[src/pib_pkg.sv]
// What this block does
// - Flags latch on events regardless of enables
// - Requests reach CPU only with peripheral-global enable
// - Second enable register bit layout, bits 2-1 absent
// - Third enable register bit layout, sparse bits
// - Fourth enable register holds only bits 1-0
// - First request register flag order bit 7-0
// - USART receive/transmit flags read-only to software
// - Second request register mirrors second enable layout
// - Third request register mirrors third enable layout
// - Flag reads one while its request pends
// - Unimplemented bits always read as zero
// - All implemented bits clear on any reset
// - Enable gates request, never touches the flag
// - Serial-port-2 flags set by hardware, software clears
package pib_pkg;

    // ****************************************
    // Register map (byte addresses)
    // ****************************************
    localparam logic [11:0] ADDR_CTRL     = 12'h000;
    localparam logic [11:0] ADDR_EN_BASE  = 12'h004;
    localparam logic [11:0] ADDR_REQ_BASE = 12'h014;
    localparam logic [11:0] ADDR_STATUS   = 12'h024;
    localparam logic [11:0] ADDR_MASK     = 12'h028;
    localparam int          NUM_BANKS     = 4;

    // ****************************************
    // Field positions
    // ****************************************
    localparam int CTRL_GLOBAL_BIT = 7;
    localparam int CTRL_PERIPH_BIT = 6;
    localparam int REQ_A_RX_BIT    = 5;
    localparam int REQ_A_TX_BIT    = 4;
    localparam int STAT_REQ_BIT    = 0;
    localparam int STAT_LOST_BIT   = 1;

    // ****************************************
    // Implemented and writable masks, bank a..d
    // ****************************************
    localparam logic [3:0][7:0] IMPL_MASK = {8'h03, 8'h3A, 8'hF9, 8'hFF};
    localparam logic [3:0][7:0] REQ_WMASK = {8'h03, 8'h3A, 8'hF9, 8'hCF};
    localparam logic [7:0]      CTRL_MASK = 8'hC0;
    localparam logic [7:0]      STAT_MASK = 8'h03;

    // ****************************************
    // Reset values
    // ****************************************
    localparam logic [7:0]  RESET_BYTE = 8'h00;
    localparam logic [31:0] RESET_WORD = 32'h0000_0000;

    // Register group selected by an address
    typedef enum {
        SEL_CTRL,
        SEL_EN,
        SEL_REQ,
        SEL_STATUS,
        SEL_MASK,
        SEL_NONE
    } pib_sel_type;

endpackage

[src/pib_irq_bank.sv]
`timescale 1ns/100ps
module pib_irq_bank import pib_pkg::*; (
    // APB slave
    input  wire logic                 pclk,
    input  wire logic                 presetn,
    input  wire logic                 psel,
    input  wire logic                 penable,
    input  wire logic                 pwrite,
    input  wire logic [11:0]          paddr,
    input  wire logic [31:0]          pwdata,
    input  wire logic [3:0]           pstrb,
    output logic      [31:0]          prdata,
    output logic                      pready,
    output logic                      pslverr,
    // Peripheral event pulses, bank a..d
    input  wire logic [3:0][7:0]      periph_event,
    // USART hardware clears for read-only flags
    input  wire logic                 usart_receive_clear,
    input  wire logic                 usart_transmit_clear,
    // Requests toward the CPU
    output logic                      periph_irq_req,
    output logic                      cpu_irq_req,
    // Block interrupt
    output logic                      irq
);

    // ****************************************
    // Address decode
    // ****************************************

    // Used for both read and write paths
    function automatic pib_sel_type decode_sel(input logic [11:0] addr);
        if (addr == ADDR_CTRL) begin
            return SEL_CTRL;
        end else if (addr >= ADDR_EN_BASE && addr < ADDR_REQ_BASE && addr[1:0] == 2'b00) begin
            return SEL_EN;
        end else if (addr >= ADDR_REQ_BASE && addr < ADDR_STATUS && addr[1:0] == 2'b00) begin
            return SEL_REQ;
        end else if (addr == ADDR_STATUS) begin
            return SEL_STATUS;
        end else if (addr == ADDR_MASK) begin
            return SEL_MASK;
        end else begin
            return SEL_NONE;
        end
    endfunction

    // Bank index within an enable or request group
    function automatic logic [1:0] decode_bank(input logic [11:0] addr, input logic [11:0] base);
        logic [11:0] diff;
        diff = addr - base;
        return diff[3:2];
    endfunction

    pib_sel_type     sel;
    logic [1:0]      bank;
    logic            setup_phase;
    logic            wr_fire;
    logic            rd_fire;

    assign sel         = decode_sel(paddr);
    assign bank        = (sel == SEL_EN) ? decode_bank(paddr, ADDR_EN_BASE)
                                         : decode_bank(paddr, ADDR_REQ_BASE);
    assign setup_phase = psel & ~penable;
    // Zero wait states; data is prepared in the setup cycle
    assign pready      = 1'b1;
    assign wr_fire     = psel & penable & pwrite & pstrb[0] & (sel != SEL_NONE);
    assign rd_fire     = psel & penable & ~pwrite;

    // ****************************************
    // Control, enable and flag storage
    // ****************************************
    logic [7:0]           ctrl_r;
    logic [3:0][7:0]      en_r;
    logic [3:0][7:0]      req_r;
    logic [3:0][7:0]      req_nxt;
    logic [7:0]           status_r;
    logic [7:0]           status_nxt;
    logic [7:0]           mask_r;
    logic [7:0]           lost_evt;
    logic                 gated_req;
    logic                 gated_req_d_r;

    // Global enables; unimplemented bits never stored
    always_ff @(posedge pclk or negedge presetn) begin
        if (!presetn) begin
            ctrl_r <= RESET_BYTE;
        end else if (wr_fire && sel == SEL_CTRL) begin
            ctrl_r <= pwdata[7:0] & CTRL_MASK;
        end
    end

    genvar g;
    generate
        for (g = 0; g < NUM_BANKS; g++) begin : g_bank
            logic [7:0] hw_clr;
            logic       wr_en;
            logic       wr_req;

            assign wr_en  = wr_fire && sel == SEL_EN && bank == 2'(g);
            assign wr_req = wr_fire && sel == SEL_REQ && bank == 2'(g);

            // USART flags are cleared only by the USART itself
            if (g == 0) begin : g_usart
                assign hw_clr = {2'b00, usart_receive_clear, usart_transmit_clear, 4'h0};
            end else begin : g_plain
                assign hw_clr = 8'h00;
            end

            // Enable bits only gate; they never alter a flag
            always_ff @(posedge pclk or negedge presetn) begin
                if (!presetn) begin
                    en_r[g] <= RESET_BYTE;
                end else if (wr_en) begin
                    en_r[g] <= pwdata[7:0] & IMPL_MASK[g];
                end
            end

            // Hardware clear first, then software write; events win over any clear
            always_comb begin
                req_nxt[g] = req_r[g] & ~hw_clr;
                if (wr_req) begin
                    req_nxt[g] = (req_nxt[g] & ~REQ_WMASK[g])
                               | (pwdata[7:0] & REQ_WMASK[g]);
                end
                req_nxt[g] = (req_nxt[g] | periph_event[g]) & IMPL_MASK[g];
            end

            always_ff @(posedge pclk or negedge presetn) begin
                if (!presetn) begin
                    req_r[g] <= RESET_BYTE;
                end else begin
                    req_r[g] <= req_nxt[g];
                end
            end

            // Event landing on an already pending flag
            assign lost_evt[g] = |(periph_event[g] & req_r[g] & IMPL_MASK[g]);
        end
    endgenerate

    assign lost_evt[7:NUM_BANKS] = '0;

    // ****************************************
    // Request forwarding
    // ****************************************

    // Enabled and pending in any bank, then the peripheral-global gate
    always_comb begin
        gated_req = 1'b0;
        for (int i = 0; i < NUM_BANKS; i++) begin
            gated_req = gated_req | (|(en_r[i] & req_r[i]));
        end
        gated_req = gated_req & ctrl_r[CTRL_PERIPH_BIT];
    end

    assign periph_irq_req = gated_req;
    assign cpu_irq_req    = gated_req & ctrl_r[CTRL_GLOBAL_BIT];

    // ****************************************
    // Block status and interrupt
    // ****************************************

    always_ff @(posedge pclk or negedge presetn) begin
        if (!presetn) begin
            gated_req_d_r <= 1'b0;
        end else begin
            gated_req_d_r <= gated_req;
        end
    end

    // Read clears only what it returned; a same-cycle event still sets
    always_comb begin
        status_nxt = status_r;
        if (rd_fire && sel == SEL_STATUS) begin
            // Data was taken in setup, so an event since then must survive
            status_nxt = status_r & ~prdata[7:0];
        end
        status_nxt[STAT_REQ_BIT]  = status_nxt[STAT_REQ_BIT] | (gated_req & ~gated_req_d_r);
        status_nxt[STAT_LOST_BIT] = status_nxt[STAT_LOST_BIT] | (|lost_evt);
    end

    always_ff @(posedge pclk or negedge presetn) begin
        if (!presetn) begin
            status_r <= RESET_BYTE;
        end else begin
            status_r <= status_nxt & STAT_MASK;
        end
    end

    always_ff @(posedge pclk or negedge presetn) begin
        if (!presetn) begin
            mask_r <= RESET_BYTE;
        end else if (wr_fire && sel == SEL_MASK) begin
            mask_r <= pwdata[7:0] & STAT_MASK;
        end
    end

    assign irq = |(status_r & mask_r);

    // ****************************************
    // Read data and error response
    // ****************************************

    // Captured in setup so the access phase needs no wait
    always_ff @(posedge pclk or negedge presetn) begin
        if (!presetn) begin
            prdata  <= RESET_WORD;
            pslverr <= 1'b0;
        end else if (setup_phase) begin
            pslverr <= (sel == SEL_NONE);
            prdata  <= RESET_WORD;
            if (!pwrite) begin
                unique case (sel)
                    SEL_CTRL:   prdata[7:0] <= ctrl_r;
                    SEL_EN:     prdata[7:0] <= en_r[bank];
                    SEL_REQ:    prdata[7:0] <= req_r[bank];
                    SEL_STATUS: prdata[7:0] <= status_r;
                    SEL_MASK:   prdata[7:0] <= mask_r;
                    SEL_NONE:   prdata[7:0] <= RESET_BYTE;
                endcase
            end
        end
    end

endmodule

[config.mk]
export PLATFORM = sky130hd
export DESIGN_NAME = pib_irq_bank
export DESIGN_NICKNAME = d
export VERILOG_FILES = /design/src/pib_pkg.sv /design/src/pib_irq_bank.sv
export SDC_FILE = /design/constraint.sdc
export NUM_CORES = 1
export LEC_CHECK = 0
export BUFFER_PORTS_ARGS = -buffer_cell sky130_fd_sc_hd__clkbuf_2
export CORE_MARGIN = 2
export CORE_UTILIZATION = 45
export DETAILED_ROUTE_END_ITERATION = 10
export PLACE_DENSITY = 0.77
export RECOVER_POWER = 50
export SLEW_MARGIN = 20
export SYNTH_ARGS = -nofsm -noshare
export SYNTH_HDL_FRONTEND = slang
export SYNTH_SLANG_ARGS = --single-unit
[constraint.sdc]
create_clock -name pclk -period 1.3 [get_ports pclk]
set_input_delay 0.065 -clock pclk [delete_from_list [all_inputs] [get_ports pclk]]
set_output_delay 0.065 -clock pclk [all_outputs]
set_load 0.01 [all_outputs]
; After elaboration in Yosys (flattened, before gate mapping)
; Index checks and enable logic that the tools add are counted.
[totals]
output_inout_bits = 37
reg_bits = 56
elab_cells = 117
[classes]
order_cmp = 5
addsub = 2
eq_ne = 16
mux = 17
reduce_logical = 28
bitwise_logic = 35
[ops]
columns = cell, count
row1 = $eq A32 B3 Y1 const B, 4
row2 = $mux W32, 4
row3 = $eq A32 B2 Y1 const B, 3
row4 = $eq A32 B4 Y1 const B, 2
row5 = $logic_not A32 Y1, 2
row6 = $pmux W8 S6, 1
row7 = $and A8 B8 Y8, 5
row8 = $mux W8, 5
row9 = $reduce_or A8 Y1, 5
row10 = $bmux W8 S2, 2
row11 = $eq A32 B1 Y1 const B, 1
row12 = $ne A32 B4 Y1 const B, 1
row13 = $eq A12 B6 Y1 const B, 2
row14 = $reduce_or A20 Y1, 1
row15 = $logic_and A1 B1 Y1, 17
row16 = $or A8 B8 Y8, 2
row17 = $and A6 B6 Y6, 2
row18 = $ge A12 B3 Y1 const B, 1
row19 = $ge A12 B5 Y1 const B, 1
row20 = $logic_not A12 Y1, 1
row21 = $lt A12 B5 Y1 const B, 1
row22 = $lt A12 B6 Y1 const B, 1
row23 = $and A1 B1 Y1, 9
row24 = $and A2 B2 Y2, 4
row25 = other kinds (15), 26

; Logic depth before layout (Yosys ltp)
; Gate-level depths: netlist of run 1.
[depth]
word_depth = 12
ltp_mapped = 9
depth_no_buf = 7

; Worst setup path before layout of run 1
; OpenSTA, ideal clock, no wires.
[synth_timing]
kind = input to register
startpoint = input port paddr[2]
endpoint = register en_r[0] in the netlist's numbering
t_arrival_ps = 1888
required_ps = 1175
setup_slack_ps = -713
stages = 9
n_path_buf = 3
cell_sequence = clkbuf_1 > inv_1 > ha_1 > xor2_1 > nor2_1 > clkbuf_1 > and3_1 > buf_4 > mux2_2
[synth_between]
elab_chain_len = 10
elab_cells_between_ends = 25
classes_between = add/sub (2) / order compare (4) / eq/ne (4) / mux (6) / bitwise (1) / reduce/logical (8)
[synth_rtl]
columns = item, line
row1 = "start, declared", pib_irq_bank.sv:9  ; input wire logic [11:0] paddr,
row2 = "$ge A12 B5 Y1, or another cell as far along", pib_irq_bank.sv:37  ; end else if (addr >= ADDR_REQ_BASE && addr < ADDR_STATUS && addr[1:0] == 2'b00) begin
row3 = $logic_and A1 B1 Y1 / $mux W1 (equally long branches), "pib_irq_bank.sv:37, pib_irq_bank.sv:41"
row4 = $logic_and A1 B1 Y1 / $mux W32 (equally long branches), "pib_irq_bank.sv:37, pib_irq_bank.sv:39"
row5 = $mux W32, pib_irq_bank.sv:37
row6 = $mux W32, pib_irq_bank.sv:35  ; end else if (addr >= ADDR_EN_BASE && addr < ADDR_REQ_BASE && addr[1:0] == 2'b00) begin
row7 = $mux W32, pib_irq_bank.sv:33  ; if (addr == ADDR_CTRL) begin
row8 = $eq A32 B2 Y1 / $ne A32 B4 Y1 (equally long branches), "pib_irq_bank.sv:62, pib_irq_bank.sv:100, pib_irq_bank.sv:67"
row9 = $mux W2 / $and A1 B1 Y1 (equally long branches), "pib_irq_bank.sv:62, pib_irq_bank.sv:67"
row10 = $logic_not A2 Y1 / $logic_and A1 B1 Y1 (equally long branches), pib_irq_bank.sv:100  ; assign wr_en = wr_fire && sel == SEL_EN && bank == 2'(g);
row11 = $logic_and A1 B1 Y1 *, pib_irq_bank.sv:100
row12 = "end signal, assigned by index", pib_irq_bank.sv:115  ; en_r[g] <= pwdata[7:0] & IMPL_MASK[g];
row13 = "end, declared", pib_irq_bank.sv:74  ; logic [3:0][7:0] en_r;
; Every way passes the cells marked *; elsewhere a longest branch is shown, timed or not.
; A chain may end at the register's enable or synchronous reset.

; Worst setup path in the final report of run 1
[layout_timing]
startpoint = register req_r[19] in the netlist's numbering
endpoint = output port periph_irq_req
[layout_between]
elab_chain_len = 5
[layout_rtl]
columns = item, line
row1 = "start, declared", pib_irq_bank.sv:75  ; logic [3:0][7:0] req_r;
row2 = "start signal, assigned by index", pib_irq_bank.sv:133  ; req_r[g] <= req_nxt[g];
row3 = $and A6 B6 Y6, pib_irq_bank.sv:152  ; gated_req = gated_req | (|(en_r[i] & req_r[i]));
row4 = $reduce_or A8 Y1, pib_irq_bank.sv:152
row5 = $or A1 B1 Y1 (2 in a row), pib_irq_bank.sv:152
row6 = $and A1 B1 Y1, pib_irq_bank.sv:154  ; gated_req = gated_req & ctrl_r[CTRL_PERIPH_BIT];
row7 = "end, declared", pib_irq_bank.sv:21  ; output logic periph_irq_req,
; Every way passes these cells.

==> reports/summary.txt, run 1 <==
Status -> finished with violations
Violated checks -> negative setup slack
Register area -> 1400 um^2
Period utilization -> 145%
Starting Density -> 45.8%
Largest net degree at the start of global routing -> 57
CP startpoint kind -> register
Clock power share -> 35.4%
Crit end category -> output pin
Sequential share of power -> 48.4%
Longest Clk Path Bufs -> 2
Sw Share -> 26.5%
Post-synth cell types -> 39
FP Rows -> 31
Syn Inst Count -> 323
Register area share after synthesis -> 42.9%
CP max stage delay -> 0.40 ns
Mapped cell area -> 3270 um^2
Max Cap Viol -> 0
Setup Crit Path Kind -> reg -> out
Vias per cell -> 5.72
Commonest cells after routing, fill and taps aside -> 66 x buf_4, 57 x clkbuf_2, 55 x dfrtp_1, 25 x nor2_1, 25 x conb_1
Antenna Cells -> 0
First-pass GRT wire length -> 15.9 mm
Setup violators final -> 52
First DRT Iteration DRCs -> 288
Nets@finish -> 555
Peak supply drop -> 0.478 mV
Hold Fails Final Rpt -> 0
Final WS setup -> -0.582 ns
Multi-input gate area -> 2150 um^2
Inst Count DP -> 542
Crit-path cells -> a22o_1, a221oi_2, nand3_1, o21a_1, buf_4, buf_6
Clk_lat worst skew -> 0.32 ns
Initial antenna violation count -> 0
Worst path required time -> 1.24 ns
Rel. slew slack -> 46.8%
Total GRT Usage -> 26.9%
Die H -> 89.2 um
Die width -> 89.2 um
Switch Pwr -> 0.967 mW
Commonest non-fill, non-tap cell in the layout -> buf_4
Post-route DRC -> 0
Number of storage elements in the synthesis netlist -> 56
DPL Wire Length -> 7.17 mm
Post-synth top area cell -> dfrtp_1
TritonCTS Sinks -> 56
Vias -> 3,221
Core Util, Final -> 68.5%
Grt ovf -> 0
CTS tree -> done
Max Clock Freq -> 531 MHz
Initial DRT Pass Iterations -> 6
Synthesis Warnings -> 0
Int Power -> 2.68 mW
Post-route minimum period -> 1.88 ns
Worst Tran Pin Value -> 0.799 ns
Number of global-route vias before repair -> 3,052
CTS clk-pin slew, worst paths -> 0.11 ns
Comb pwr share -> 16.2%
CP arrival -> 1.82 ns
CTS buffer count -> 5
Final WL -> 11.0 mm
Slew Viols, Final -> 0
H-tree depth -> 2
Final-layout fill cell count -> 535
Non-filler cells, final -> 563
IO buf count -> 59
Area share of the largest cell type after synthesis -> 42.9%
Avg Cell Area, Syn -> 10.1 um^2
Die area -> 7960 um^2
Top Ports -> 124
Cell at the root of the clock tree -> clkbuf_8
Setup Skew -> 0.00945 ns
Final ANT Viol Nets -> 0
Hold Path Class -> in -> reg
P&R area growth vs syn -> 49.5%
Power Density -> 746 nW/um^2
Share of cells above drive strength 1 -> 54.1%
Top cells by area, synth -> dfrtp_1 43%, mux2_2 13%, buf_4 6.2%
Place WS -> -0.557 ns
Crit-path max FO -> 2
Lkg Pwr -> 2.19 nW
Routability congestion estimate -> 0.896
RSZ-0062 raised after global routing -> true
DR WL/cell -> 19.5 um
Slowest cell on crit path -> dfrtp_1
CORE AREA -> 7140 um^2
## power groups by stage
stage	Combinational [mW]	Sequential (mW)	Clock [mW]
after global placement	0.501	1.80	0
after CTS	0.546	1.76	1.28
final	0.590	1.76	1.29
after floorplan	0.285	1.80	0
after detailed placement	0.512	1.80	0
after global routing	0.635	1.77	1.35
## state kept, by name (all words and copies together), names as in the netlist
signal / count
en_r: 20
req_r: 20
prdata: 8
ctrl_r: 2
mask_r: 2
status_r: 2
gated_req_d_r: 1
pslverr: 1
## cell type report
| cell class | count | area share, % |
|---|---|---|
| repair buffers | 148 | 21.6 |
| inverters | 5 | 0.538 |
| well taps | 99 | 2.54 |
| multi-input cells | 247 | 44.0 |
| flip-flops and latches | 56 | 28.7 |
| clock inverters | 1 | 0.615 |
| clock buffers | 7 | 1.97 |
## path summary, 6_finish.rpt
path,startpoint,to,slack (ns),cells past startpoint
max,req_r[19]$_DFF_PN0_,periph_irq_req,-0.58,6
min,periph_event[15],req_r[15]$_DFF_PN0_,0.04,3
max reg2reg,req_r[19]$_DFF_PN0_,status_r[0]$_DFF_PN0_,-0.50,7
min reg2reg,pslverr$_DFFE_PN0P_,pslverr$_DFFE_PN0P_,0.48,1
max in group asynchronous,presetn,req_r[24]$_DFF_PN0_,0.28,3
min in group asynchronous,presetn,req_r[20]$_DFF_PN0_,0.46,3
## cell families (layout without fill, tap and decap cells)
kind of cell	Yosys count	after routing	synth area share, %
fa+ha+maj	5	5	1.91
flops	56	56	42.9
buf+inv	43	161	8.46
simple gates	97	97	15.7
xor+xnor	1	1	0.268
mux	42	42	14.3
other cells	2	25	0.230
compound gates	77	77	16.3
## critical path: cells and delay by family, from the launching register on
family	cells	cell delay, ns
AOI/OAI and AO/OA	3	0.68
buffers and inverters	2	0.26
DFF	1	0.40
and+or+nand+nor	1	0.15
## synth_stat cells, drive strengths merged
library cell,instances
or4b,1
o21a,1
nand2b,2
nand3,13
a31oi,4
a21o,3
nor2b,3
a21oi,21
o211ai,3
nand4b,1
a22o,14
ha,5
a22oi,14
nor3,21
or4,2
xor2,1
and3,4
buf,33
o21ai,7
nand4,3
and2,2
clkbuf,5
and4b,1
a221oi,8
conb,2
nor3b,2
mux2i,4
nand2,15
inv,5
o31ai,1
nor2,26
nor4,1
mux2,38
a211o,1
dfrtp,56
## stage by stage
stage / setup TNS, ns / instance area, um^2 / hold WS [ns] / power (mW)
after floorplan: -11.75 / 3540 / -0.231 / 2.09
after global placement: -23.00 / 4220 / 0.0905 / 2.30
after detailed placement: -23.84 / 4220 / 0.0915 / 2.31
after CTS: -7.86 / 4660 / 0.0151 / 3.59
after global routing: -11.48 / 4890 / 0.0451 / 3.75
final: -9.85 / 4890 / 0.0358 / 3.65
## what timing repair did
| item | in CTS | in global routing |
|---|---|---|
| gates cloned | 2 | 0 |
| resized for setup | 54 | 47 |
| hold buffers | 4 | 0 |
| endpoints found under the setup margin | 47 | 55 |
| hold endpoints to repair | 58 | 0 |
| setup buffers | 5 | 5 |
| pin swaps | 13 | 20 |
## metal layers
layer | routed length [um] | share of wire, % | track usage, % | vias up
li1 | - | - | - | 1428
met1 | 4420 | 40 | 36.0 | 1573
met2 | 5390 | 49 | 43.8 | 180
met3 | 805 | 7.3 | 4.62 | 40
met4 | 357 | 3.3 | 10.0 | 0
met5 | 0 | 0 | 0 | -
Power figures use the tool's default switching activity.
==> run 2, diff against run 1 <==
- CORE_MARGIN: 2 -> 8
==> run 2 against run 1 <==
The run still ends with negative setup slack left; die area grew 29%; sequential share of layout area is essentially flat; flip-flop and latch count is the same; largest power group unchanged.
==> reports/summary.txt, run 2 (synthesized netlist as in run 1, its figures left out) <==
Hold Crit Start -> usart_receive_clear
Crit end category -> output pin
FF-to-FF Start -> req_r[20]$_DFF_PN0_
First-pass GRT wire length -> 17.9 mm (+12%)
Vias -> 3,299 (+2.4%)
Largest net degree at the start of global routing -> 25 (-56%)
Initial DRT Pass Iterations -> 5 (-1)
RSZ-0062 raised after global routing -> true
Final WL -> 11.9 mm (+8.1%)
Max Cap Viol -> 0 (unchanged)
Starting Density -> 45.8% (unchanged)
Total Power -> 3.56 mW (-2.3%)
Grt ovf -> 0 (unchanged)
Rel. slew slack -> 62.3% (+16 points)
Peak supply drop -> 0.597 mV (+25%)
Biggest regs -> en_r: 20 flops, req_r: 20 flops, prdata: 8 flops
Setup Crit Path Kind -> reg -> out
Multi-input gate area -> 2150 um^2 (unchanged)
Routability congestion estimate -> 0.930 (+3.8%)
Antenna Cells -> 0 (unchanged)
WHS -> 0.0168 ns (-0.0190 ns)
Place WS -> -0.616 ns (-0.0585 ns)
CTS clk-pin slew, worst paths -> 0.10 ns (about the same)
FP Rows -> 31 (unchanged)
Reg2reg end -> status_r[0]$_DFF_PN0_
Worst Tran Pin Value -> 0.566 ns (-0.233 ns)
H-tree depth -> 2 (unchanged)
Longest Clk Path Bufs -> 2 (unchanged)
Share of cells above drive strength 1 -> 52.9% (-1.2 points)
CP arrival -> 1.89 ns (+0.07 ns)
Number of global-route vias before repair -> 3,423 (+12%)
CORE AREA -> 7140 um^2 (unchanged)
Die width -> 101 um (+13%)
Hold EP -> req_r[5]$_DFF_PN0_
Die H -> 101 um (+13%)
Power Density -> 729 nW/um^2 (-2.3%)
Top Ports -> 124 (unchanged)
Post-route minimum period -> 1.96 ns (+0.0768 ns)
CP startpoint kind -> register
Nets@finish -> 556 (+0.18%)
First DRT Iteration DRCs -> 340 (+18%)
Total GRT Usage -> 22.8% (-4.0 points)
Violated checks -> negative setup slack
DPL Wire Length -> 8.13 mm (+13%)
Core Util, Final -> 68.5% (about the same)
CTS buffer count -> 5 (unchanged)
Hold Path Class -> in -> reg
Final WS setup -> -0.659 ns (-0.0768 ns)
Setup violators final -> 48 (-7.7%)
Flop2flop setup slack -> -0.57 ns (-0.07 ns)
CTS tree -> done
Final ANT Viol Nets -> 0 (unchanged)
Period utilization -> 151% (+5.9 points)
Status -> finished with violations
Max Clock Freq -> 510 MHz (-3.9%)
Vias per cell -> 5.85 (+2.2%)
Lkg Pwr -> 2.20 nW (+0.50%)
Setup Skew -> 0.0190 ns (+0.00959 ns)
IO buf count -> 59 (unchanged)
TritonCTS Sinks -> 56 (unchanged)
Initial antenna violation count -> 0 (unchanged)
DR WL/cell -> 21.0 um (+8.0%)
Commonest non-fill, non-tap cell in the layout -> buf_4
Worst path required time -> 1.24 ns (about the same)
Slew Viols, Final -> 0 (unchanged)
Post-route DRC -> 0 (unchanged)
Cell at the root of the clock tree -> clkbuf_8
P&R area growth vs syn -> 49.5% (about the same)
Reg2Reg Depth -> 7 (unchanged)
Hold Fails Final Rpt -> 0 (unchanged)
Hold Path Depth -> 3 (unchanged)
Register area -> 1400 um^2 (about the same)
Final-layout fill cell count -> 525 (-1.9%)
Crit-path max FO -> 3 (+1)
Die area -> 10,200 um^2 (+29%)
Commonest cells after routing, fill and taps aside -> 67 x buf_4, 58 x clkbuf_2, 56 x dfrtp_1, 25 x conb_1, 24 x nor2_1
Clk_lat worst skew -> 0.34 ns (+0.02 ns)
-- run 2: how the worst max path moves through the flow --
| stage | start | to | slack (ns) |
|---|---|---|---|
| floorplan | paddr[8] | en_r[0]$_DFFE_PN0P_ | -0.35 |
| global placement | paddr[8] | en_r[12]$_DFFE_PN0P_ | -0.61 |
| detailed placement | paddr[8] | en_r[12]$_DFFE_PN0P_ | -0.62 |
| CTS | req_r[3]$_DFF_PN0_ | cpu_irq_req | -0.61 |
| global route | req_r[3]$_DFF_PN0_ | periph_irq_req | -0.71 |
| finish | req_r[20]$_DFF_PN0_ | periph_irq_req | -0.66 |
-- run 2: layer usage --
layer	GRT usage, %	vias to the layer above	share of wire, %
li1	-	1430	-
met5	0	-	0
met1	26.9	1639	38
met2	39.2	192	50
met4	9.62	0	3.5
met3	4.88	38	8.7
-- run 2: layout make-up --
| cell class | instances | area share [%] |
|---|---|---|
| multi-input cells | 247 | 44.0 |
| clock buffers | 5 | 1.41 |
| well taps | 99 | 2.53 |
| repair buffers | 149 | 22.0 |
| inverters | 5 | 0.538 |
| flip-flops and latches | 56 | 28.7 |
| clock inverters | 3 | 0.870 |
-- run 2: power breakdown --
part / total [mW] / switching (mW) / internal [mW]
combinational: 0.591 / 0.358 / 0.234
sequential: 1.76 / 0.0100 / 1.75
clock: 1.21 / 0.635 / 0.572
total: 3.56 / 1.00 / 2.56
-- run 2: what timing repair did --
action                                 4_1_cts  5_1_grt
setup buffers                                6        5
endpoints found under the hold margin       17        0
pin swaps                                   16       11
gates resized for setup                     57       42
setup endpoints to repair                   51       53
gates cloned                                 2        0
hold buffers                                 4        0
-- run 2: stage by stage --
stage / setup TNS, ns / cells / area, um^2
floorplan: -11.75 / 346 / 3540
global placement: -25.13 / 540 / 4230
detailed placement: -26.02 / 540 / 4230
CTS: -6.62 / 560 / 4690
global route: -9.92 / 564 / 4890
finish: -7.85 / 564 / 4890
-- run 2: critical path, cell delays in order (launching register included) --
cell      delay, ns
dfrtp_1        0.43
a22o_1         0.27
a221oi_2       0.22
nand4_1        0.15
o21a_1         0.23
buf_4          0.15
buf_6          0.11
==> run 3, diff against run 2 <==
- ABC_AREA: unset -> 1
- CORE_UTILIZATION: 45 -> 46
- PLACE_DENSITY: 0.77 -> 0.78
==> run 3 against run 2 <==
The flow still finishes with violations (negative setup slack); first-iteration DRC count is 31% higher; non-clock buffer count is 34 higher; cell area is 13% higher; utilization is 4.3 points higher; clock skew is 0.0067 ns lower; critical path depth is 1 higher; sequential share of layout area is 3.2 points lower; critical path type unchanged; largest power group unchanged; highest routed layer unchanged.
==> reports/summary.txt, run 3 <==
Status -> finished with violations
Violated checks -> negative setup slack
CP arrival -> 1.76 ns (-0.13 ns)
EDFF count, synth -> 0 (unchanged)
Main synth FF type -> dfrtp_1
Grt ovf -> 0 (unchanged)
Post-synth cell types -> 30 (-23%)
RSZ-0062 raised after global routing -> true
Hold Path Depth -> 3 (unchanged)
Number of global-route vias before repair -> 3,720 (+8.7%)
Cell at the root of the clock tree -> clkbuf_8
CP delay by family, top -> compound AO/OA/AOI/OAI gates
Commonest non-fill, non-tap cell in the layout -> nand2_1
Hold Crit Start -> pwdata[4]
DR WL/cell -> 17.1 um (-19%)
Hold EP -> en_r[4]$_DFFE_PN0P_
Longest Clk Path Bufs -> 2 (unchanged)
Post-route minimum period -> 1.82 ns (-0.137 ns)
Buf+Inv Stages, Crit Path -> 2 (unchanged)
Crit-path cells -> nand2_2, o21ai_1, a221oi_2, nand3_1, o21ai_2, inv_1, buf_2
TritonCTS Sinks -> 56 (unchanged)
Initial DRT Pass Iterations -> 8 (+3)
Ys async rst share -> 100% (unchanged)
Reg2Reg Depth -> 9 (+2)
Crit-path max FO -> 3 (unchanged)
Register area -> 1400 um^2 (unchanged)
Commonest cells after routing, fill and taps aside -> 133 x nand2_1, 77 x buf_4, 56 x dfrtp_1, 55 x inv_1, 54 x clkbuf_2
Sequential share of power -> 50.8% (+1.3 points)
Die width -> 103 um (+2.2%)
Area share of the largest cell type after synthesis -> 39.9% (-3.0 points)
Register area share after synthesis -> 39.9% (-3.0 points)
Final WL -> 13.3 mm (+12%)
CORE AREA -> 7570 um^2 (+6.0%)
Slowest cell on crit path -> dfrtp_1
Total Power -> 3.45 mW (-3.0%)
Clock power share -> 30.2% (-3.7 points)
Sw Share -> 30.1% (+1.9 points)
Max Cap Viol -> 0 (unchanged)
Share of cells above drive strength 1 -> 41.8% (-11 points)
Vias -> 4,077 (+24%)
IO buf count -> 59 (unchanged)
Setup Crit Path Kind -> reg -> out
Hold Fails Final Rpt -> 0 (unchanged)
Total GRT Usage -> 23.2% (+0.36 points)
Count leader, synth -> nand2_1
Slew Viols, Final -> 0 (unchanged)
Lkg Pwr -> 2.85 nW (+29%)
Number of storage elements in the synthesis netlist -> 56 (unchanged)
Die area -> 10,700 um^2 (+4.4%)
Int Power -> 2.42 mW (-5.6%)
Nets@finish -> 764 (+37%)
Power Density -> 627 nW/um^2 (-14%)
CTS buffer count -> 5 (unchanged)
FF-to-FF Start -> en_r[17]$_DFFE_PN0P_
Rel. slew slack -> 43.1% (-19 points)
Setup violators final -> 39 (-19%)
Max Clock Freq -> 549 MHz (+7.5%)
Mapped cell area -> 3520 um^2 (+7.6%)
Final ANT Viol Nets -> 0 (unchanged)
CP max stage delay -> 0.43 ns (about the same)
Post-synth top area cell -> dfrtp_1
Top cells by area, synth -> dfrtp_1 40%, nand2_1 18%, inv_1 6.7%
Hold Path Class -> in -> reg
Multi-input gate area -> 2160 um^2 (+0.47%)
Final-layout fill cell count -> 538 (+2.5%)
Synthesis Warnings -> 0 (unchanged)
Top Ports -> 124 (unchanged)
First-pass GRT wire length -> 18.9 mm (+5.8%)
Final setup TNS -> -4.15 ns (+3.70 ns)
Comb pwr share -> 19.0% (+2.4 points)
Setup Skew -> 0.0124 ns (-0.00666 ns)
DPL Wire Length -> 8.92 mm (+9.7%)
CTS tree -> done
Biggest regs -> en_r: 20 flops, req_r: 20 flops, prdata: 8 flops
Post-route DRC -> 0 (unchanged)
FP Rows -> 32 (+3.2%)
Flop2flop setup slack -> -0.43 ns (+0.14 ns)
CTS clk-pin slew, worst paths -> 0.12 ns (+0.02 ns)
Antenna Cells -> 0 (unchanged)
Starting Density -> 46.5% (+0.67 points)
Routability congestion estimate -> 0.989 (+6.2%)
First DRT Iteration DRCs -> 446 (+31%)
Commonest cells in the netlist -> 168 x nand2_1, 63 x inv_1, 56 x dfrtp_1
Die H -> 103 um (+2.2%)
Crit end category -> output pin
Largest net degree at the start of global routing -> 44 (+76%)
Clk_lat worst skew -> 0.32 ns (-0.02 ns)
Vias per cell -> 5.26 (-10%)
Peak supply drop -> 0.588 mV (-1.5%)
Worst path required time -> 1.24 ns (about the same)
Avg Cell Area, Syn -> 7.16 um^2 (-29%)
Initial antenna violation count -> 0 (unchanged)
Final WS setup -> -0.522 ns (+0.137 ns)
Switch Pwr -> 1.04 mW (+3.6%)
P&R area growth vs syn -> 56.7%
Worst Tran Pin Value -> 0.853 ns (+0.287 ns)
H-tree depth -> 2 (unchanged)
Period utilization -> 140% (-11 points)
Syn Inst Count -> 491 (+52%)
Reg2reg end -> gated_req_d_r$_DFF_PN0_
CP startpoint kind -> register
==> run 3: cell types whose count changed in the layout (fill, tap and decap cells not counted), moves of 16 or more <==
cell           change
o21ai_0           +16
dlygate4sd3_1     +19
nand2_1          +118
mux2_4            -23
nand2_2           +32
inv_1             +51
nor3_4            -17
==> run 3: worst register-to-register path, delay by kind of cell (launching register included) <==
kind	cells	cell delay, ns
AOI/OAI and AO/OA	3	0.55
buffers and inverters	4	0.42
DFF	1	0.43
and+or+nand+nor	2	0.25
==> run 3: per-stage QoR <==
stage                     instance area [um^2]  worst slack, ns  cells  utilization (%)  hold WS, ns
after global placement                    4480           -0.475    719             59.2      0.00780
final                                     5510           -0.522    775             72.8       0.0283
after CTS                                 5070           -0.483    761             67.0      0.00714
after global routing                      5510           -0.643    775             72.8       0.0226
after detailed placement                  4480           -0.544    719             59.2      0.00766
after floorplan                           3710           -0.421    514                -       -0.231
==> run 3: area by class of cell <==
cell class | instances | area share [%]
clock buffer | 5 | 1.25
clock inverter | 3 | 0.454
inverter | 65 | 5.06
multi-input combinational | 361 | 39.2
sequential | 56 | 25.4
tap | 102 | 2.32
timing repair buffer | 183 | 26.3
==> run 3: timing repair <==
| item | CTS | global route |
|---|---|---|
| endpoints found under the hold margin | 33 | 0 |
| hold buffers | 23 | 0 |
| resized for setup | 46 | 103 |
| gates cloned | 0 | 2 |
| setup buffers | 15 | 13 |
| pin swaps | 31 | 67 |
| endpoints found under the setup margin | 52 | 55 |
==> run 3: cells by family after synthesis <==
| kind of cell | share of synthesized area, % |
|---|---|
| fa+ha+maj | 1.78 |
| flops | 39.9 |
| other cells | 0.214 |
| compound gates | 11.3 |
| simple gates | 33.6 |
| buf+inv | 13.3 |
==> run 3: how the worst max path moves through the flow <==
stage | start | end | cells after the start
3_3_place_gp | paddr[3] | req_r[12]$_DFF_PN0_ | 12
2_1_floorplan | paddr[2] | en_r[24]$_DFFE_PN0P_ | 17
3_5_place_dp | paddr[3] | req_r[13]$_DFF_PN0_ | 12
6_report | en_r[17]$_DFFE_PN0P_ | periph_irq_req | 7
5_1_grt | en_r[17]$_DFFE_PN0P_ | periph_irq_req | 7
4_1_cts | en_r[17]$_DFFE_PN0P_ | periph_irq_req | 7
==> run 3: power groups by stage <==
stage          Sequential [mW]  Combinational (mW)  Clock (mW)
3_5_place_dp              1.79               0.494           0
4_1_cts                   1.76               0.586        1.05
5_1_grt                   1.76               0.708        1.12
6_report                  1.76               0.657        1.04
3_3_place_gp              1.79               0.490           0
2_1_floorplan             1.79               0.278           0
==> run 3: layer usage <==
layer | vias up | GRT usage (%) | routed length, um
met5 | - | 0 | 0
met4 | 0 | 5.78 | 576
met3 | 57 | 3.88 | 1370
met2 | 261 | 38.5 | 6330
met1 | 1873 | 30.5 | 4980
li1 | 1886 | - | -
